$ cat config.mk
export PLATFORM = sky130hd
export DESIGN_NAME = flash_cmd_core
export DESIGN_NICKNAME = d
export VERILOG_FILES = /design/src/design/flash_pkg.sv /design/src/design/pin_sync.sv /design/src/design/flash_cmd_core.sv
export VERILOG_INCLUDE_DIRS = /design/src /design/src/design
export SDC_FILE = /design/constraint.sdc
export NUM_CORES = 1
export LEC_CHECK = 0
export BUFFER_PORTS_ARGS = -buffer_cell sky130_fd_sc_hd__buf_2
export CAP_MARGIN = 5
export CORE_MARGIN = 2
export CORE_UTILIZATION = 65
export CTS_CLUSTER_DIAMETER = 80
export DETAILED_ROUTE_END_ITERATION = 6
export GPL_TIMING_DRIVEN = 0
export PLACE_DENSITY = 0.95
export RECOVER_POWER = 100
export SLEW_MARGIN = 20
export SYNTH_ARGS = -nofsm -noshare
export SYNTH_HDL_FRONTEND = slang
export SYNTH_SLANG_ARGS = --single-unit
$ cat constraint.sdc
create_clock -name ref_clk -period 7.95 [get_ports ref_clk]
set_clock_uncertainty 0.2 [all_clocks]
set_input_delay 1.1925 -clock ref_clk [delete_from_list [all_inputs] [get_ports ref_clk]]
set_output_delay 1.1925 -clock ref_clk [all_outputs]
set_load 0.02 [all_outputs]
$ cat src/design/flash_defs.svh
`ifndef FLASH_DEFS_SVH
`define FLASH_DEFS_SVH

// Opcodes.
`define OP_WRITE_ENABLE 8'h06
`define OP_WRITE_DISABLE 8'h04
`define OP_VOLATILE_ENABLE 8'h50
`define OP_STATUS_READ_1 8'h05
`define OP_STATUS_READ_2 8'h35
`define OP_STATUS_READ_3 8'h15
`define OP_STATUS_WRITE_1 8'h01
`define OP_STATUS_WRITE_2 8'h31
`define OP_STATUS_WRITE_3 8'h11
`define OP_READ 8'h03
`define OP_FAST_READ 8'h0b
`define OP_DUAL_OUT_READ 8'h3b
`define OP_QUAD_OUT_READ 8'h6b
`define OP_QUAD_IO_READ 8'heb
`define OP_QUAD_WORD_READ 8'he7
`define OP_SET_WRAP 8'h77

// Status register field positions, reset value and write mask.
`define SR_WIP 0
`define SR_WEL 1
`define SR_STATUS_PROTECT_LOWER 7
`define SR_QE 9
`define SR_RESET 24'h000000
`define SR_WRITE_MASK 24'h607ffc

// Security register 3 address bytes.
`define SEC3_UPPER 8'h00
`define SEC3_MIDDLE 8'h30

// Continuous read mode arm value of mode bits 5:4.
`define CONT_MODE_ARM 2'h2

// Wrap bits {w6,w5,w4}; w4 high means wrap is off.
`define WRAP_RESET 3'h1
`define WRAP_SLOT 5'h2

// Phase lengths in serial clocks.
`define OPCODE_CLKS 5'h08
`define ADDR_CLKS_SINGLE 5'h18
`define ADDR_CLKS_QUAD 5'h06
`define MODE_CLKS_QUAD 5'h02
`define DUMMY_CLKS_BYTE 5'h08
`define DUMMY_CLKS_QIO 5'h04
`define DUMMY_CLKS_QWORD 5'h02
`define DATA_IN_CLKS 5'h08
`define WRAP_CLKS 5'h08

// Timing.
`define REF_CLK_HZ 20000000
`define STATUS_WRITE_CYCLE_TIME_US 10000

`endif

$ cat src/design/flash_pkg.sv
package flash_pkg;

	typedef enum logic [3:0] {
		ST_IDLE = 4'h0,
		ST_OPCODE = 4'h1,
		ST_ADDR = 4'h2,
		ST_MODE = 4'h3,
		ST_DUMMY = 4'h4,
		ST_DATA_OUT = 4'h5,
		ST_DATA_IN = 4'h6,
		ST_WRAP = 4'h7,
		ST_END = 4'h8,
		ST_IGNORE = 4'h9
	} state_t;

	typedef enum logic [1:0] {
		LANE_1 = 2'h0,
		LANE_2 = 2'h1,
		LANE_4 = 2'h2
	} lane_mode_t;

	typedef struct packed {
		logic cs_n;
		logic sclk;
		logic [3:0] io;
	} pin_bus_t;

endpackage

$ cat src/design/pin_sync.sv
`timescale 1ns/1ps
module pin_sync import flash_pkg::*; #(
	parameter int W = 6,
	parameter logic [W-1:0] INIT = '0
) (
	// Clock and reset.
	input wire logic ref_clk,
	input wire logic rst_n,
	// Asynchronous inputs.
	input wire logic [W-1:0] async_in,
	// Synchronised levels and edge pulses.
	output logic [W-1:0] level,
	output logic [W-1:0] rise,
	output logic [W-1:0] fall
);

	logic [W-1:0] meta;
	logic [W-1:0] prev;

	// The first stage feeds only the second one; edges come from later stages.
	always_ff @(posedge ref_clk or negedge rst_n) begin
		if (!rst_n) begin
			meta <= INIT;
			level <= INIT;
			prev <= INIT;
			rise <= '0;
			fall <= '0;
		end else begin
			meta <= async_in;
			level <= meta;
			prev <= level;
			rise <= level & ~prev;
			fall <= ~level & prev;
		end
	end

endmodule

$ cat src/design/flash_cmd_core.sv
`timescale 1ns/1ps
`include "flash_defs.svh"
// Notes on behaviour
// - Dual output: lane 1 carries bits 7,5,3,1; lane 0 bits 6,4,2,0.
// - Quad output: lanes 3..0 carry high nibble first, then low nibble.
// - Quad I/O read: four idle clocks after mode, then quad data.
// - Quad word read: address bit 0 zero, only two idle clocks before data.
// - Security register 3 sits at upper byte 00h, middle byte 30h.
// - Wrap bits ride lanes 0 to 2 in the seventh nibble clock.
// - Opcode 06h alone in a frame sets the write enable latch.
// - Latch clears on 04h, reset, and completion of any write cycle.
// - Opcodes 05h, 35h, 15h return status bytes 1, 2, 3.
// - Status reads work while busy and repeat while clocked.
// - Status writes 01h, 31h, 11h need the latch set first, or a 50h just before them.
// - Status bits 23, 20-15, 1 and 0 never change by a status write.
// - Status write runs only if select rises right after eight data bits.
// - Select rise starts timed cycle; busy flag high, then latch cleared.
// - Protect bits writable; hardware protected mode blocks status writes.
// - Opcode 50h lets the next status write touch only volatile bits.
// - Opcode 03h: 24-bit address, then data on falling edges, incrementing.
// - Reads are refused while a write or erase cycle is running.
// - Opcode 0Bh: address plus dummy byte, then incrementing single data.
// - Opcode 3Bh: address plus dummy byte, then two bits per clock.
// - Opcode 6Bh: address plus dummy byte, then four bits per clock.
// - Quad I/O reads need the quad enable bit set.
// - Mode bits 5:4 of 10b let the next quad read skip its opcode.
module flash_cmd_core import flash_pkg::*; #(
	parameter int STATUS_WRITE_CYCLES = `STATUS_WRITE_CYCLE_TIME_US * (`REF_CLK_HZ / 1000000)
) (
	// Clock and reset.
	input wire logic ref_clk,
	input wire logic rst_n,
	// Serial pins.
	input wire logic cs_n,
	input wire logic sclk,
	input wire logic [3:0] io_in,
	output logic [3:0] io_out,
	output logic [3:0] io_oe,
	// Memory array read port, data valid one cycle after the address.
	output logic [23:0] mem_addr,
	output logic mem_sec3,
	input wire logic [7:0] mem_rdata,
	// Program and erase engine.
	input wire logic ext_busy,
	input wire logic ext_done,
	// Status.
	output logic [23:0] status_out,
	output logic [23:0] status_nv
);

	pin_bus_t pin_lv;
	pin_bus_t pin_rise;
	pin_bus_t pin_fall;
	state_t state;
	lane_mode_t lanes;
	logic [7:0] opcode;
	logic [4:0] clk_left;
	logic [23:0] shift_in;
	logic [23:0] addr;
	logic [7:0] wsr_data;
	logic [1:0] wsr_idx;
	logic cont_mode;
	logic wp_level;
	logic [2:0] wrap_bits;
	logic status_src;
	logic [2:0] out_idx;
	logic [7:0] hold;
	logic vol_pending;
	logic [31:0] wsr_timer;
	logic [23:0] sr;
	logic [23:0] nv_sr;
	logic [23:0] shifted;
	logic [7:0] op_now;
	logic wip_now;
	logic wsr_ok;
	logic [7:0] src_byte;
	logic [23:0] merged;
	logic [23:0] step_addr;
	logic [23:0] load_addr;

	pin_sync #(.W(6), .INIT(6'h20)) u_sync (
		.ref_clk(ref_clk),
		.rst_n(rst_n),
		.async_in({cs_n, sclk, io_in}),
		.level(pin_lv),
		.rise(pin_rise),
		.fall(pin_fall)
	);

	function automatic logic [23:0] shift_lanes(input logic [23:0] sh, input logic [3:0] io,
			input lane_mode_t lm);
		if (lm == LANE_4) begin
			shift_lanes = {sh[19:0], io};
		end else begin
			shift_lanes = {sh[22:0], io[0]};
		end
	endfunction

	function automatic logic [3:0] lane_bits(input logic [7:0] b, input lane_mode_t lm,
			input logic [2:0] idx);
		logic [2:0] hi;
		hi = 3'h7 - {idx[1:0], 1'b0};
		case (lm)
			LANE_4: lane_bits = idx[0] ? b[3:0] : b[7:4];
			LANE_2: lane_bits = {2'h0, b[hi], b[hi - 3'h1]};
			default: lane_bits = {2'h0, b[3'h7 - idx], 1'b0};
		endcase
	endfunction

	function automatic logic [3:0] lane_oe(input lane_mode_t lm);
		case (lm)
			LANE_4: lane_oe = 4'hf;
			LANE_2: lane_oe = 4'h3;
			default: lane_oe = 4'h2;
		endcase
	endfunction

	function automatic logic [2:0] last_idx(input lane_mode_t lm);
		case (lm)
			LANE_4: last_idx = 3'h1;
			LANE_2: last_idx = 3'h3;
			default: last_idx = 3'h7;
		endcase
	endfunction

	function automatic logic is_sec3(input logic [23:0] a);
		is_sec3 = (a[23:16] == `SEC3_UPPER) && (a[15:8] == `SEC3_MIDDLE);
	endfunction

	// Status writes never touch the fixed bits, whatever the host sends.
	function automatic logic [23:0] merge_sr(input logic [23:0] old, input logic [7:0] b,
			input logic [1:0] idx);
		logic [23:0] nw;
		nw = old;
		case (idx)
			2'h1: nw[15:8] = b;
			2'h2: nw[23:16] = b;
			default: nw[7:0] = b;
		endcase
		merge_sr = (nw & `SR_WRITE_MASK) | (old & ~`SR_WRITE_MASK);
	endfunction

	// Quad I/O reads wrap within an aligned section when w4 is low.
	function automatic logic [23:0] next_addr(input logic [23:0] a, input logic wrap_on,
			input logic [1:0] wlen);
		logic [7:0] m;
		logic [23:0] inc;
		m = (8'h08 << wlen) - 8'h01;
		inc = a + 24'h1;
		if (wrap_on) begin
			next_addr = {a[23:8], (a[7:0] & ~m) | (inc[7:0] & m)};
		end else begin
			next_addr = inc;
		end
	endfunction

	assign wip_now = (wsr_timer != 32'h0) | ext_busy;
	assign shifted = shift_lanes(shift_in, pin_lv.io, lanes);
	assign op_now = {shift_in[6:0], pin_lv.io[0]};
	assign wsr_ok = (sr[`SR_WEL] | vol_pending) & ~(sr[`SR_STATUS_PROTECT_LOWER] & ~wp_level) & ~wip_now;
	assign merged = merge_sr(sr, wsr_data, wsr_idx);
	assign step_addr = next_addr(mem_addr, (lanes == LANE_4) && !wrap_bits[0] &&
		(opcode == `OP_QUAD_IO_READ || opcode == `OP_QUAD_WORD_READ), wrap_bits[2:1]);
	// A plain read enters data straight from the address phase, so the array
	// address comes from the shifter in the cycle before it lands in addr.
	assign load_addr = (state == ST_ADDR) ? shifted : addr;

	// Frame sequencing on synchronised serial clock edges.
	always_ff @(posedge ref_clk or negedge rst_n) begin
		if (!rst_n) begin
			state <= ST_IDLE;
			lanes <= LANE_1;
			opcode <= 8'h00;
			clk_left <= 5'h00;
			shift_in <= 24'h0;
			addr <= 24'h0;
			wsr_data <= 8'h00;
			wsr_idx <= 2'h0;
			cont_mode <= 1'b0;
			wp_level <= 1'b1;
			wrap_bits <= `WRAP_RESET;
			status_src <= 1'b0;
		end else if (pin_rise.cs_n) begin
			state <= ST_IDLE;
		end else if (pin_fall.cs_n) begin
			wp_level <= sr[`SR_QE] | pin_lv.io[2];
			shift_in <= 24'h0;
			if (cont_mode) begin
				state <= (wip_now || !sr[`SR_QE]) ? ST_IGNORE : ST_ADDR;
				lanes <= LANE_4;
				clk_left <= `ADDR_CLKS_QUAD;
			end else begin
				state <= ST_OPCODE;
				lanes <= LANE_1;
				clk_left <= `OPCODE_CLKS;
			end
		end else if (pin_rise.sclk) begin
			shift_in <= shifted;
			clk_left <= clk_left - 5'h1;
			case (state)
				ST_OPCODE: begin
					if (clk_left == 5'h1) begin
						opcode <= op_now;
						status_src <= 1'b0;
						shift_in <= 24'h0;
						case (op_now)
							`OP_WRITE_ENABLE, `OP_WRITE_DISABLE, `OP_VOLATILE_ENABLE: begin
								state <= ST_END;
							end
							`OP_STATUS_READ_1, `OP_STATUS_READ_2, `OP_STATUS_READ_3: begin
								state <= ST_DATA_OUT;
								status_src <= 1'b1;
							end
							`OP_STATUS_WRITE_1, `OP_STATUS_WRITE_2, `OP_STATUS_WRITE_3: begin
								state <= wsr_ok ? ST_DATA_IN : ST_IGNORE;
								clk_left <= `DATA_IN_CLKS;
								wsr_idx <= (op_now == `OP_STATUS_WRITE_1) ? 2'h0 :
									(op_now == `OP_STATUS_WRITE_2) ? 2'h1 : 2'h2;
							end
							`OP_READ, `OP_FAST_READ, `OP_DUAL_OUT_READ, `OP_QUAD_OUT_READ: begin
								state <= wip_now ? ST_IGNORE : ST_ADDR;
								clk_left <= `ADDR_CLKS_SINGLE;
							end
							`OP_QUAD_IO_READ, `OP_QUAD_WORD_READ: begin
								state <= (wip_now || !sr[`SR_QE]) ? ST_IGNORE : ST_ADDR;
								lanes <= LANE_4;
								clk_left <= `ADDR_CLKS_QUAD;
							end
							`OP_SET_WRAP: begin
								state <= ST_WRAP;
								lanes <= LANE_4;
								clk_left <= `WRAP_CLKS;
							end
							default: state <= ST_IGNORE;
						endcase
					end
				end
				ST_ADDR: begin
					if (clk_left == 5'h1) begin
						addr <= shifted;
						shift_in <= 24'h0;
						case (opcode)
							`OP_READ: state <= ST_DATA_OUT;
							`OP_QUAD_IO_READ, `OP_QUAD_WORD_READ: begin
								state <= ST_MODE;
								clk_left <= `MODE_CLKS_QUAD;
							end
							default: begin
								state <= ST_DUMMY;
								clk_left <= `DUMMY_CLKS_BYTE;
							end
						endcase
					end
				end
				ST_MODE: begin
					if (clk_left == 5'h1) begin
						cont_mode <= (shifted[5:4] == `CONT_MODE_ARM);
						state <= ST_DUMMY;
						clk_left <= (opcode == `OP_QUAD_WORD_READ) ?
							`DUMMY_CLKS_QWORD : `DUMMY_CLKS_QIO;
					end
				end
				ST_DUMMY: begin
					if (clk_left == 5'h1) begin
						state <= ST_DATA_OUT;
						case (opcode)
							`OP_DUAL_OUT_READ: lanes <= LANE_2;
							`OP_QUAD_OUT_READ: lanes <= LANE_4;
							default: lanes <= lanes;
						endcase
					end
				end
				ST_DATA_IN: begin
					if (clk_left == 5'h1) begin
						wsr_data <= shifted[7:0];
						state <= ST_END;
					end
				end
				ST_WRAP: begin
					if (clk_left == `WRAP_SLOT) begin
						wrap_bits <= pin_lv.io[2:0];
					end
					if (clk_left == 5'h1) begin
						state <= ST_END;
					end
				end
				ST_END: state <= ST_IGNORE;
				default: state <= state;
			endcase
		end
	end

	assign src_byte = !status_src ? mem_rdata :
		(opcode == `OP_STATUS_READ_2) ? sr[15:8] :
		(opcode == `OP_STATUS_READ_3) ? sr[23:16] : sr[7:0];

	// Output lanes change on falling serial clock edges and are released as soon as the frame leaves the data phase.
	always_ff @(posedge ref_clk or negedge rst_n) begin
		if (!rst_n) begin
			io_out <= 4'h0;
			io_oe <= 4'h0;
			out_idx <= 3'h0;
			hold <= 8'h00;
			mem_addr <= 24'h0;
			mem_sec3 <= 1'b0;
		end else if (state != ST_DATA_OUT) begin
			io_oe <= 4'h0;
			out_idx <= 3'h0;
			mem_addr <= load_addr;
			mem_sec3 <= is_sec3(load_addr);
		end else if (pin_fall.sclk) begin
			io_out <= lane_bits((out_idx == 3'h0) ? src_byte : hold, lanes, out_idx);
			io_oe <= lane_oe(lanes);
			if (out_idx == 3'h0) begin
				hold <= src_byte;
			end
			if (out_idx == last_idx(lanes)) begin
				out_idx <= 3'h0;
			end else begin
				out_idx <= out_idx + 3'h1;
			end
			if (out_idx == last_idx(lanes) && !status_src) begin
				mem_addr <= step_addr;
				mem_sec3 <= is_sec3(step_addr);
			end
		end
	end

	// Status register, write enable latch and the self-timed write cycle.
	always_ff @(posedge ref_clk or negedge rst_n) begin
		if (!rst_n) begin
			sr <= `SR_RESET;
			nv_sr <= `SR_RESET;
			vol_pending <= 1'b0;
			wsr_timer <= 32'h0;
		end else begin
			sr[`SR_WIP] <= wip_now;
			if (wsr_timer == 32'h1) begin
				sr <= {merged[23:2], 1'b0, ext_busy};
				nv_sr <= merge_sr(nv_sr, wsr_data, wsr_idx);
			end
			if (wsr_timer != 32'h0) begin
				wsr_timer <= wsr_timer - 32'h1;
			end
			if (ext_done) begin
				sr[`SR_WEL] <= 1'b0;
			end
			if (pin_rise.cs_n && state == ST_END) begin
				case (opcode)
					`OP_WRITE_ENABLE: begin
						sr[`SR_WEL] <= 1'b1;
						vol_pending <= 1'b0;
					end
					`OP_WRITE_DISABLE: begin
						sr[`SR_WEL] <= 1'b0;
						vol_pending <= 1'b0;
					end
					`OP_VOLATILE_ENABLE: vol_pending <= 1'b1;
					`OP_STATUS_WRITE_1, `OP_STATUS_WRITE_2, `OP_STATUS_WRITE_3: begin
						if (vol_pending) begin
							sr <= merge_sr(sr, wsr_data, wsr_idx);
							vol_pending <= 1'b0;
						end else begin
							wsr_timer <= 32'(STATUS_WRITE_CYCLES);
							sr[`SR_WIP] <= 1'b1;
						end
					end
					default: vol_pending <= vol_pending;
				endcase
			end
		end
	end

	always_ff @(posedge ref_clk or negedge rst_n) begin
		if (!rst_n) begin
			status_out <= `SR_RESET;
			status_nv <= `SR_RESET;
		end else begin
			status_out <= sr;
			status_nv <= nv_sr;
		end
	end

endmodule

Word-level counts from Yosys, hierarchy flattened
Cells that the tools add are included.
{"block": "totals", "ff_bits": 285, "elab_cells": 270}
{"block": "op_classes", "addsub": 8, "order_cmp": 3, "eq_ne": 57, "n_shift": 1, "mux": 101, "n_bitwise": 23, "reduce_logical": 48}
{"operator": "$mux 24", "count": 8}
{"operator": "$mux 32", "count": 4}
{"operator": "$mux 23", "count": 5}
{"operator": "$mux 7", "count": 12}
{"operator": "$mux 8", "count": 10}
{"operator": "$or 23x24->24", "count": 3}
{"operator": "$eq 8x6->1 const B", "count": 8}
{"operator": "$mux 4", "count": 16}
{"operator": "$pmux 4 s6", "count": 2}
{"operator": "$eq 8x3->1 const B", "count": 5}
{"operator": "$eq 8x7->1 const B", "count": 5}
{"operator": "$eq 32x1->1 const B", "count": 1}
{"operator": "$eq 8x5->1 const B", "count": 4}
{"operator": "$eq 8x8->1 const B", "count": 4}
{"operator": "$reduce_bool 32->1", "count": 1}
{"operator": "$sub 32x1->32 const B", "count": 1}
{"operator": "$pmux 5 s3", "count": 2}
{"operator": "$mux 5", "count": 5}
{"operator": "$reduce_and 5->1", "count": 5}
{"operator": "$add 24x1->24 const B", "count": 1}
{"operator": "$mux 22", "count": 1}
{"operator": "$mux 3", "count": 6}
{"operator": "$and 8x8->8", "count": 2}
{"operator": "$eq 8x1->1 const B", "count": 2}
{"operator": "53 further kinds", "count": 128}

Depth between registers and ports, before layout
Gate-level depths: netlist of the first run.
{"block": "logic_depth", "word_depth": 12, "mapped_depth": 11}

Hierarchy
From an unflattened synthesis of the first run, not the netlist that was laid out.
{"block": "unflattened", "cells_unflattened": 1238, "hier_area_um2": 12360.6}
{"module": "flash_cmd_core", "n_inst": 1, "cells_each": 1196, "area_per_inst_um2": 11501.0, "seq_area_each_um2": 5557.8}
{"module": "pin_sync", "n_inst": 1, "cells_each": 42, "area_per_inst_um2": 859.6, "seq_area_each_um2": 754.5}

Least setup slack after synthesis of the first run
No wires, ideal clock.
{"block": "synth_path", "kind": "flip-flop to flip-flop", "startpoint": "register wsr_timer[25]", "endpoint": "register state[0]", "setup_ps": 141, "t_arrival_ps": 2708, "required_time_ps": 7609, "setup_slack_ps": 4901, "stages_incl_launch_ff": 8, "n_path_buf": 0, "period_less_slack_ps": 3049, "path_cell_list": "dfrtp_1 -> or4_4 -> or4_4 -> or4_4 -> nor4_4 -> nand3_1 -> a221oi_1 -> a221oi_1"}
{"block": "synth_between", "elab_chain_cells": 11, "elab_cells_between_ends": 15, "classes_between": "10 x mux; 3 x bitwise; 2 x reduce/logical"}
{"element": "start: declaration", "line": "flash_cmd_core.sv:69", "text": "logic [31:0] wsr_timer;"}
{"element": "start signal: assignment", "line": "flash_cmd_core.sv:343", "text": "wsr_timer <= wsr_timer - 32'h1;"}
{"element": "start signal: assignment", "line": "flash_cmd_core.sv:364", "text": "wsr_timer <= 32'(STATUS_WRITE_CYCLES);"}
{"element": "$reduce_bool 32->1 *", "line": "flash_cmd_core.sv:157", "text": "assign wip_now = (wsr_timer != 32'h0) | ext_busy;"}
{"element": "$or 1x1->1 *", "line": "flash_cmd_core.sv:157"}
{"element": "$not 1->1", "line": "flash_cmd_core.sv:160", "text": "assign wsr_ok = (sr[`SR_WEL] | vol_pending) & ~(sr[`SR_STATUS_PROTECT_LOWER] & ~wp_level) & ~wip_now;"}
{"element": "$and 1x1->1", "line": "flash_cmd_core.sv:160"}
{"element": "$mux 4", "line": "flash_cmd_core.sv:215", "text": "state <= wsr_ok ? ST_DATA_IN : ST_IGNORE;"}
{"element": "$pmux 4 s6", "line": "flash_cmd_core.sv:206", "text": "case (op_now)"}
{"element": "$mux 4", "line": "flash_cmd_core.sv:202", "text": "if (clk_left == 5'h1) begin"}
{"element": "$pmux 4 s6", "line": "flash_cmd_core.sv:200", "text": "case (state)"}
{"element": "$mux 4", "line": "flash_cmd_core.sv:197", "text": "end else if (pin_rise.sclk) begin"}
{"element": "$mux 4 *", "line": "flash_cmd_core.sv:185", "text": "end else if (pin_fall.cs_n) begin"}
{"element": "$mux 4 *", "line": "flash_cmd_core.sv:183", "text": "end else if (pin_rise.cs_n) begin"}
{"element": "end signal: assignment", "line": "flash_cmd_core.sv:189", "text": "state <= (wip_now || !sr[`SR_QE]) ? ST_IGNORE : ST_ADDR;"}
{"element": "end signal: assignment", "line": "flash_cmd_core.sv:215"}
{"element": "end signal: assignment", "line": "flash_cmd_core.sv:221", "text": "state <= wip_now ? ST_IGNORE : ST_ADDR;"}
{"element": "end: declaration", "line": "flash_cmd_core.sv:54", "text": "state_t state;"}
Mark *: on every way between the ends. The rest lies on a longest branch, timed or not. The select of a mux whose other input is x is not followed.
A chain may end at the register's enable or synchronous reset.

==> flow_metrics.tcl, run 1 <==
set metrics [dict create \
    num-fill-cells 1191 \
    die_area_um2 19400 \
    synth.most_common_cell "dfrtp_1" \
    yosysTopAreaCell "dfrtp_1" \
    cp_data_required_time_ps 7310 \
    violations "max-capacitance violations, max-slew violations" \
    hold_path.class "flip-flop to flip-flop" \
    cts_made_buffers 25 \
    crit_fanout 82 \
    drive_above_1_share_pct 10.0 \
    hold_viol 0 \
    wirelength_um 32400 \
    cp_slowest_stage_delay_ps 3160 \
    clockBufferDepth 3 \
    grt_pass1_wl_um 51800 \
    antenna_found_initial 0 \
    die_w_um 139 \
    grt_max_degree 91 \
    routabilityCongestion 0.934 \
    synth.distinct_cells 74 \
    synth_area_per_cell_um2 9.88 \
    end_kind "asynchronous set/reset pin" \
    cpLargestDelayFamily "buffers and inverters" \
    netlist.area_leader.share_pct 49.3 \
    syn-cell-area_um2 11900 \
    synth_warnings 0 \
    tns_ps 0 \
    drt-wirelength-per-cell_um 20.5 \
    power_density_nw_per_um2 239 \
    synthCells 1207 \
    clock_latency_ps 540 \
    start_kind "input pin" \
    path_buf_inv 1 \
    timing.final.crit_period_ps 5010 \
    fmax_mhz 199 \
    vias_per_cell 6.47 \
    synth_edf_count 0 \
    synth-main-ff-cell "dfrtp_1" \
    outcome "complete, but fails checks" \
    vdd.ir_drop.worst_mv 0.280 \
    cts_setup_buffers 0 \
    seq_area_frac_synth_pct 50.4 \
    leakage_nw 5.91 \
    relSlewSlack_pct -203 \
    path_class "input pin to asynchronous set/reset pin" \
    report.final.slew_viol_count 91 \
    rsz0062_at_grt "no" \
    synth_seq_cells 240 \
    num_io_pins 99 \
    setup_viol 0 \
    clk_pin_slew_worst_paths_ps 60 \
    cts-resized-gates 0 \
    worstPathArrival_ps 4380 \
    period_share_pct 63.1 \
    path_cells "clkbuf_1" \
    initialDrtViolationCount 1330 \
    grt_overflow_total 0 \
    cts_hold_buf 0 \
    numPortBuffers 82 \
    first_pass_iters 6 \
    ant_nets 0 \
    cts_tree "done" \
    max_slew.worst_pin.slew_ps 4550 \
    async_reset_ff_share_pct 100 \
    synthTopCellsByArea "dfrtp_1, nand2_1, o21ai_0" \
    maxCapViolCount 2 \
    die_h_um 139 \
    htreeDepth 1 \
    synth_commonest_cells "dfrtp_1, nand2_1, o21ai_0" \
    diodes 0 \
    core_area_um2 18000 \
    cp_slowest_cell "clkbuf_1" \
    root_buffer "clkbuf_16" \
    timing.hold.ws_ps 146 \
    power_mw 3.21 \
    dp_hpwl_um 22400 \
    syn2layout_area_growth_pct 12.6 \
    start_util_pct 66.4 \
    clock-sinks 240 \
    drc 0 \
    grt_pass1_vias 9855 \
    fin_nets 1365 \
    vias 10213 \
    grt_use_total_pct 33.1 \
    rows 49 \
]
final cells by class:
| cell class | instances | area (µm²) | share of cell area [%] |
|---|---|---|---|
| clock buffer | 39 | 748 | 5.57 |
| timing repair buffer | 84 | 383 | 2.85 |
| buffer | 78 | 377 | 2.80 |
| clock inverter | 5 | 104 | 0.773 |
| inverter | 24 | 90.1 | 0.671 |
| sequential | 240 | 6010 | 44.8 |
| tap | 229 | 287 | 2.13 |
| multi-input combinational | 880 | 5430 | 40.4 |
path summary, 6_finish.rpt:
kind | startpoint | end | slack (ps) | cells past startpoint
min in group asynchronous | rst_n | nv_sr[22] | 2100 | 1
setup / recovery | rst_n | out_idx[1] | 2940 | 1
setup reg to reg | wsr_timer[22] | state[0] | 3670 | 7
hold reg to reg | u_sync.meta[1] | u_sync.level[1] | 150 | 0
max in group ref_clk | wsr_timer[22] | state[0] | 3670 | 7
hold / removal | u_sync.meta[1] | u_sync.level[1] | 150 | 0
kinds of logic (layout without fill, tap and decap cells):
| group | Yosys count | in the layout | synth area share, % |
|---|---|---|---|
| AO/OA/AOI/OAI | 261 | 261 | 13.6 |
| XOR/XNOR | 59 | 59 | 4.34 |
| adder cells (fa/ha/maj) | 14 | 14 | 1.47 |
| buffers and inverters | 102 | 230 | 3.99 |
| flip-flops | 240 | 240 | 50.4 |
| multiplexers | 79 | 79 | 7.10 |
| other | 1 | 16 | 0.0315 |
| AND/OR/NAND/NOR | 451 | 451 | 19.1 |
metal layers:
| metal | up-vias | part of all wire, % | global-route usage, % |
|---|---|---|---|
| li1 | 4522 | - | - |
| met5 | - | 0 | 0 |
| met1 | 4963 | 40 | 46.2 |
| met3 | 113 | 8.9 | 5.85 |
| met2 | 615 | 47 | 52.6 |
| met4 | 0 | 3.9 | 12.3 |
report_power, final:
| part | leakage [nW] | internal [mW] | switching [mW] |
|---|---|---|---|
| clock | 0.418 | 0.740 | 0.477 |
| combinational | 2.29 | 0.206 | 0.341 |
| sequential | 3.20 | 1.34 | 0.112 |
| total | 5.91 | 2.28 | 0.930 |
layout by cell type, fill, tap and decap left out, types with 8 or more instances in the layout:
cell | synthesis | layout
or4_1 | 6 | 9
xor2_1 | 30 | 30
mux2_2 | 44 | 40
o211ai_1 | 16 | 16
a31oi_1 | 14 | 14
mux2i_1 | 35 | 35
and3_1 | 11 | 11
buf_2 | 1 | 16
or3_1 | 10 | 10
clkbuf_8 | 2 | 9
and4_1 | 8 | 8
clkbuf_16 | 0 | 25
conb_1 | 1 | 16
nand2b_1 | 17 | 17
nor4_1 | 22 | 23
nor2b_1 | 19 | 19
nand4_1 | 12 | 12
a211oi_1 | 9 | 9
xnor2_1 | 29 | 29
o21ai_0 | 118 | 118
nand3_1 | 29 | 29
clkbuf_1 | 54 | 131
buf_4 | 17 | 17
inv_1 | 24 | 24
dfrtp_1 | 235 | 235
a21oi_1 | 46 | 46
nor3_1 | 26 | 26
ha_1 | 14 | 14
nor2_1 | 68 | 68
nand2_1 | 176 | 176
sequential cells by signal, indices dropped and copies added, names as in the netlist, 4 cells and up, named ones only:
register / cells
state: 4
status_nv: 15
u_sync.meta: 6
mem_addr: 19
shift_in: 23
io_out: 4
status_out: 17
nv_sr: 15
hold: 8
clk_left: 5
opcode: 8
addr: 24
wsr_data: 8
sr: 17
u_sync.level: 6
wsr_timer: 32
through the flow:
step / setup WS [ps] / util, % / cells / cell area (µm²)
after detailed placement: 3850 / 70.9 / 1535 / 12700
after floorplan: 4900 / - / 1222 / 12000
after global placement: 1500 / 70.6 / 1533 / 12700
after global routing: 1970 / 74.8 / 1579 / 13400
after CTS: 3850 / 75.7 / 1579 / 13600
final: 2940 / 74.8 / 1579 / 13400
Power figures use the tool's default switching activity.
==> inputs of run 2 (changes only) <==
--- a/config.mk
+++ b/config.mk
@@ -9,11 +9,11 @@
 export BUFFER_PORTS_ARGS = -buffer_cell sky130_fd_sc_hd__buf_2
 export CAP_MARGIN = 5
 export CORE_MARGIN = 2
-export CORE_UTILIZATION = 65
+export CORE_UTILIZATION = 54
 export CTS_CLUSTER_DIAMETER = 80
 export DETAILED_ROUTE_END_ITERATION = 6
 export GPL_TIMING_DRIVEN = 0
-export PLACE_DENSITY = 0.95
+export PLACE_DENSITY = 0.87
 export RECOVER_POWER = 100
 export SLEW_MARGIN = 20
 export SYNTH_ARGS = -nofsm -noshare
==> constraint.sdc (replaced) <==
create_clock -name ref_clk -period 4.5 [get_ports ref_clk]
set_clock_uncertainty 0.2 [all_clocks]
set_input_delay 0.675 -clock ref_clk [delete_from_list [all_inputs] [get_ports ref_clk]]
set_output_delay 0.675 -clock ref_clk [all_outputs]
set_load 0.02 [all_outputs]
==> flow_metrics.tcl, run 2 (same netlist as run 1, synthesis figures left out) <==
set metrics [dict create \
    clk_pin_slew_worst_paths_ps 60 \
    vias_per_cell 6.12 \
    hold_viol 0 \
    power_density_nw_per_um2 428 \
    die_area_um2 23300 \
    syn2layout_area_growth_pct 13.8 \
    rsz0062_at_grt "no" \
    crit_top_cell "clkbuf_1" \
    fin_nets 1366 \
    htreeDepth 1 \
    end_kind "flip-flop" \
    leakage_nw 5.94 \
    die_w_um 153 \
    root_buffer "clkbuf_16" \
    numPortBuffers 82 \
    maxCapViolCount 1 \
    wirelength_um 31600 \
    cts_hold_buf 1 \
    diodes 0 \
    cts_tree "done" \
    largestRegisters "wsr_timer: 32 flops, addr: 24 flops, shift_in: 23 flops" \
    cp_slowest_stage_delay_ps 770 \
    path_buf_inv 4 \
    grt_pass1_vias 9654 \
    cpLargestDelayFamily "buffers and inverters" \
    worstPathArrival_ps 4380 \
    power_mw 5.80 \
    whs_path_depth 1 \
    grt_pass1_wl_um 51000 \
    hold_path.class "input pin to flip-flop" \
    cts_setup_buffers 0 \
    largest_register_ffs 32 \
    vdd.ir_drop.worst_mv 0.261 \
    outcome "complete, but fails checks" \
    initialDrtViolationCount 1036 \
    clockBufferDepth 3 \
    routabilityCongestion 0.975 \
    path_class "flip-flop to flip-flop" \
    grt_max_degree 108 \
    path_cells "inv_1 > ha_1 > clkbuf_1 > clkbuf_1 > clkbuf_1 > mux2i_1 > nand2_1 > o211ai_1 > o21ai_0" \
    relSlewSlack_pct -73.6 \
    layout_commonest_cell "dfrtp_1" \
    drt-wirelength-per-cell_um 19.4 \
    clock-sinks 240 \
    drc 0 \
    crit_cells 9 \
    fin_ws_ps 316 \
    cts-resized-gates 0 \
    drive_above_1_share_pct 10.4 \
    regMostFlops "wsr_timer" \
    dp_hpwl_um 22200 \
    cp_slowest_cell "clkbuf_1" \
    start_kind "flip-flop" \
    rows 54 \
    clock_latency_ps 530 \
    period_share_pct 93.0 \
    core_area_um2 21800 \
    setup_viol 0 \
    grt_use_total_pct 26.8 \
    ant_nets 0 \
    crit_fanout 10 \
    antenna_found_initial 0 \
    first_pass_iters 5 \
    cp_data_required_time_ps 4700 \
    violations "max-capacitance violations, max-slew violations" \
    r2r_cells 9 \
    fmax_mhz 239 \
    pre_cts_slack_ps 447 \
    report.final.slew_viol_count 47 \
    layout_common_cells "dfrtp_1, nand2_1, clkbuf_1" \
    grt_overflow_total 0 \
    num_io_pins 99 \
    vias 9990 \
    timing.final.crit_period_ps 4180 \
    max_slew.worst_pin.slew_ps 2600 \
    start_util_pct 54.8 \
    die_h_um 153 \
    cts_made_buffers 25 \
]
run 2: cell count changes in the layout (fill, tap and decap cells not counted), sizes merged:
cell         delta
bufinv          +2
buf             +1
dlygate4sd3     +1
clkbuf          -4
clkinv          +2
run 2: final timing paths:
path | from | end | slack, ps
worst min register to register | u_sync.meta[0] | u_sync.level[0] | 150
worst max-delay path | lanes[0] | flip-flop | 320
worst max register to register | lanes[0] | flip-flop | 320
worst min-delay path | cs_n | u_sync.meta[5] | 40
min in group asynchronous | rst_n | wsr_timer[25] | 1320
max in group asynchronous | rst_n | u_sync.meta[1] | 830
run 2: where the power goes:
part	leakage, nW	internal [mW]	switching [mW]
Clock	0.449	1.41	0.861
Combinational	2.29	0.364	0.606
Sequential	3.20	2.36	0.197
Total	5.94	4.14	1.66
run 2: stage by stage:
| step | util (%) | area [µm²] | instances | setup TNS (ps) | hold slack, ps |
|---|---|---|---|---|---|
| detailed placement | 58.8 | 12800 | 1586 | 0 | 136 |
| global placement | 58.5 | 12700 | 1584 | -343020 | 135 |
| global route | 62.3 | 13600 | 1632 | 0 | 23.1 |
| finish | 62.3 | 13600 | 1632 | 0 | 39.0 |
| CTS | 63.1 | 13700 | 1632 | 0 | 24.1 |
| floorplan | - | 12000 | 1222 | 0 | 131 |
run 2: worst reg2reg max path: cells and delay by family (launching register included):
kind / cells / cell delay, ps
buf+inv: 4 / 2080
compound gates: 2 / 290
fa+ha+maj: 1 / 250
simple gates: 1 / 130
flops: 1 / 400
mux: 1 / 720
run 2: per-layer routing:
layer / GRT usage, % / share of wire (%) / vias up / wire length (µm)
li1: - / - / 4523 / -
met1: 36.5 / 41 / 4871 / 13000
met2: 42.8 / 47 / 489 / 15000
met3: 5.72 / 8.3 / 107 / 2640
met4: 9.52 / 3.3 / 0 / 1050
met5: 0 / 0 / - / 0
run 2: area by class of cell:
class | instances | area (µm²)
clock inverter | 9 | 185
sequential | 240 | 6010
tap | 280 | 350
buffer | 78 | 384
fill | 1726 | 8200
inverter | 24 | 90.1
timing repair buffer | 85 | 377
multi-input combinational | 880 | 5430
clock buffer | 36 | 727
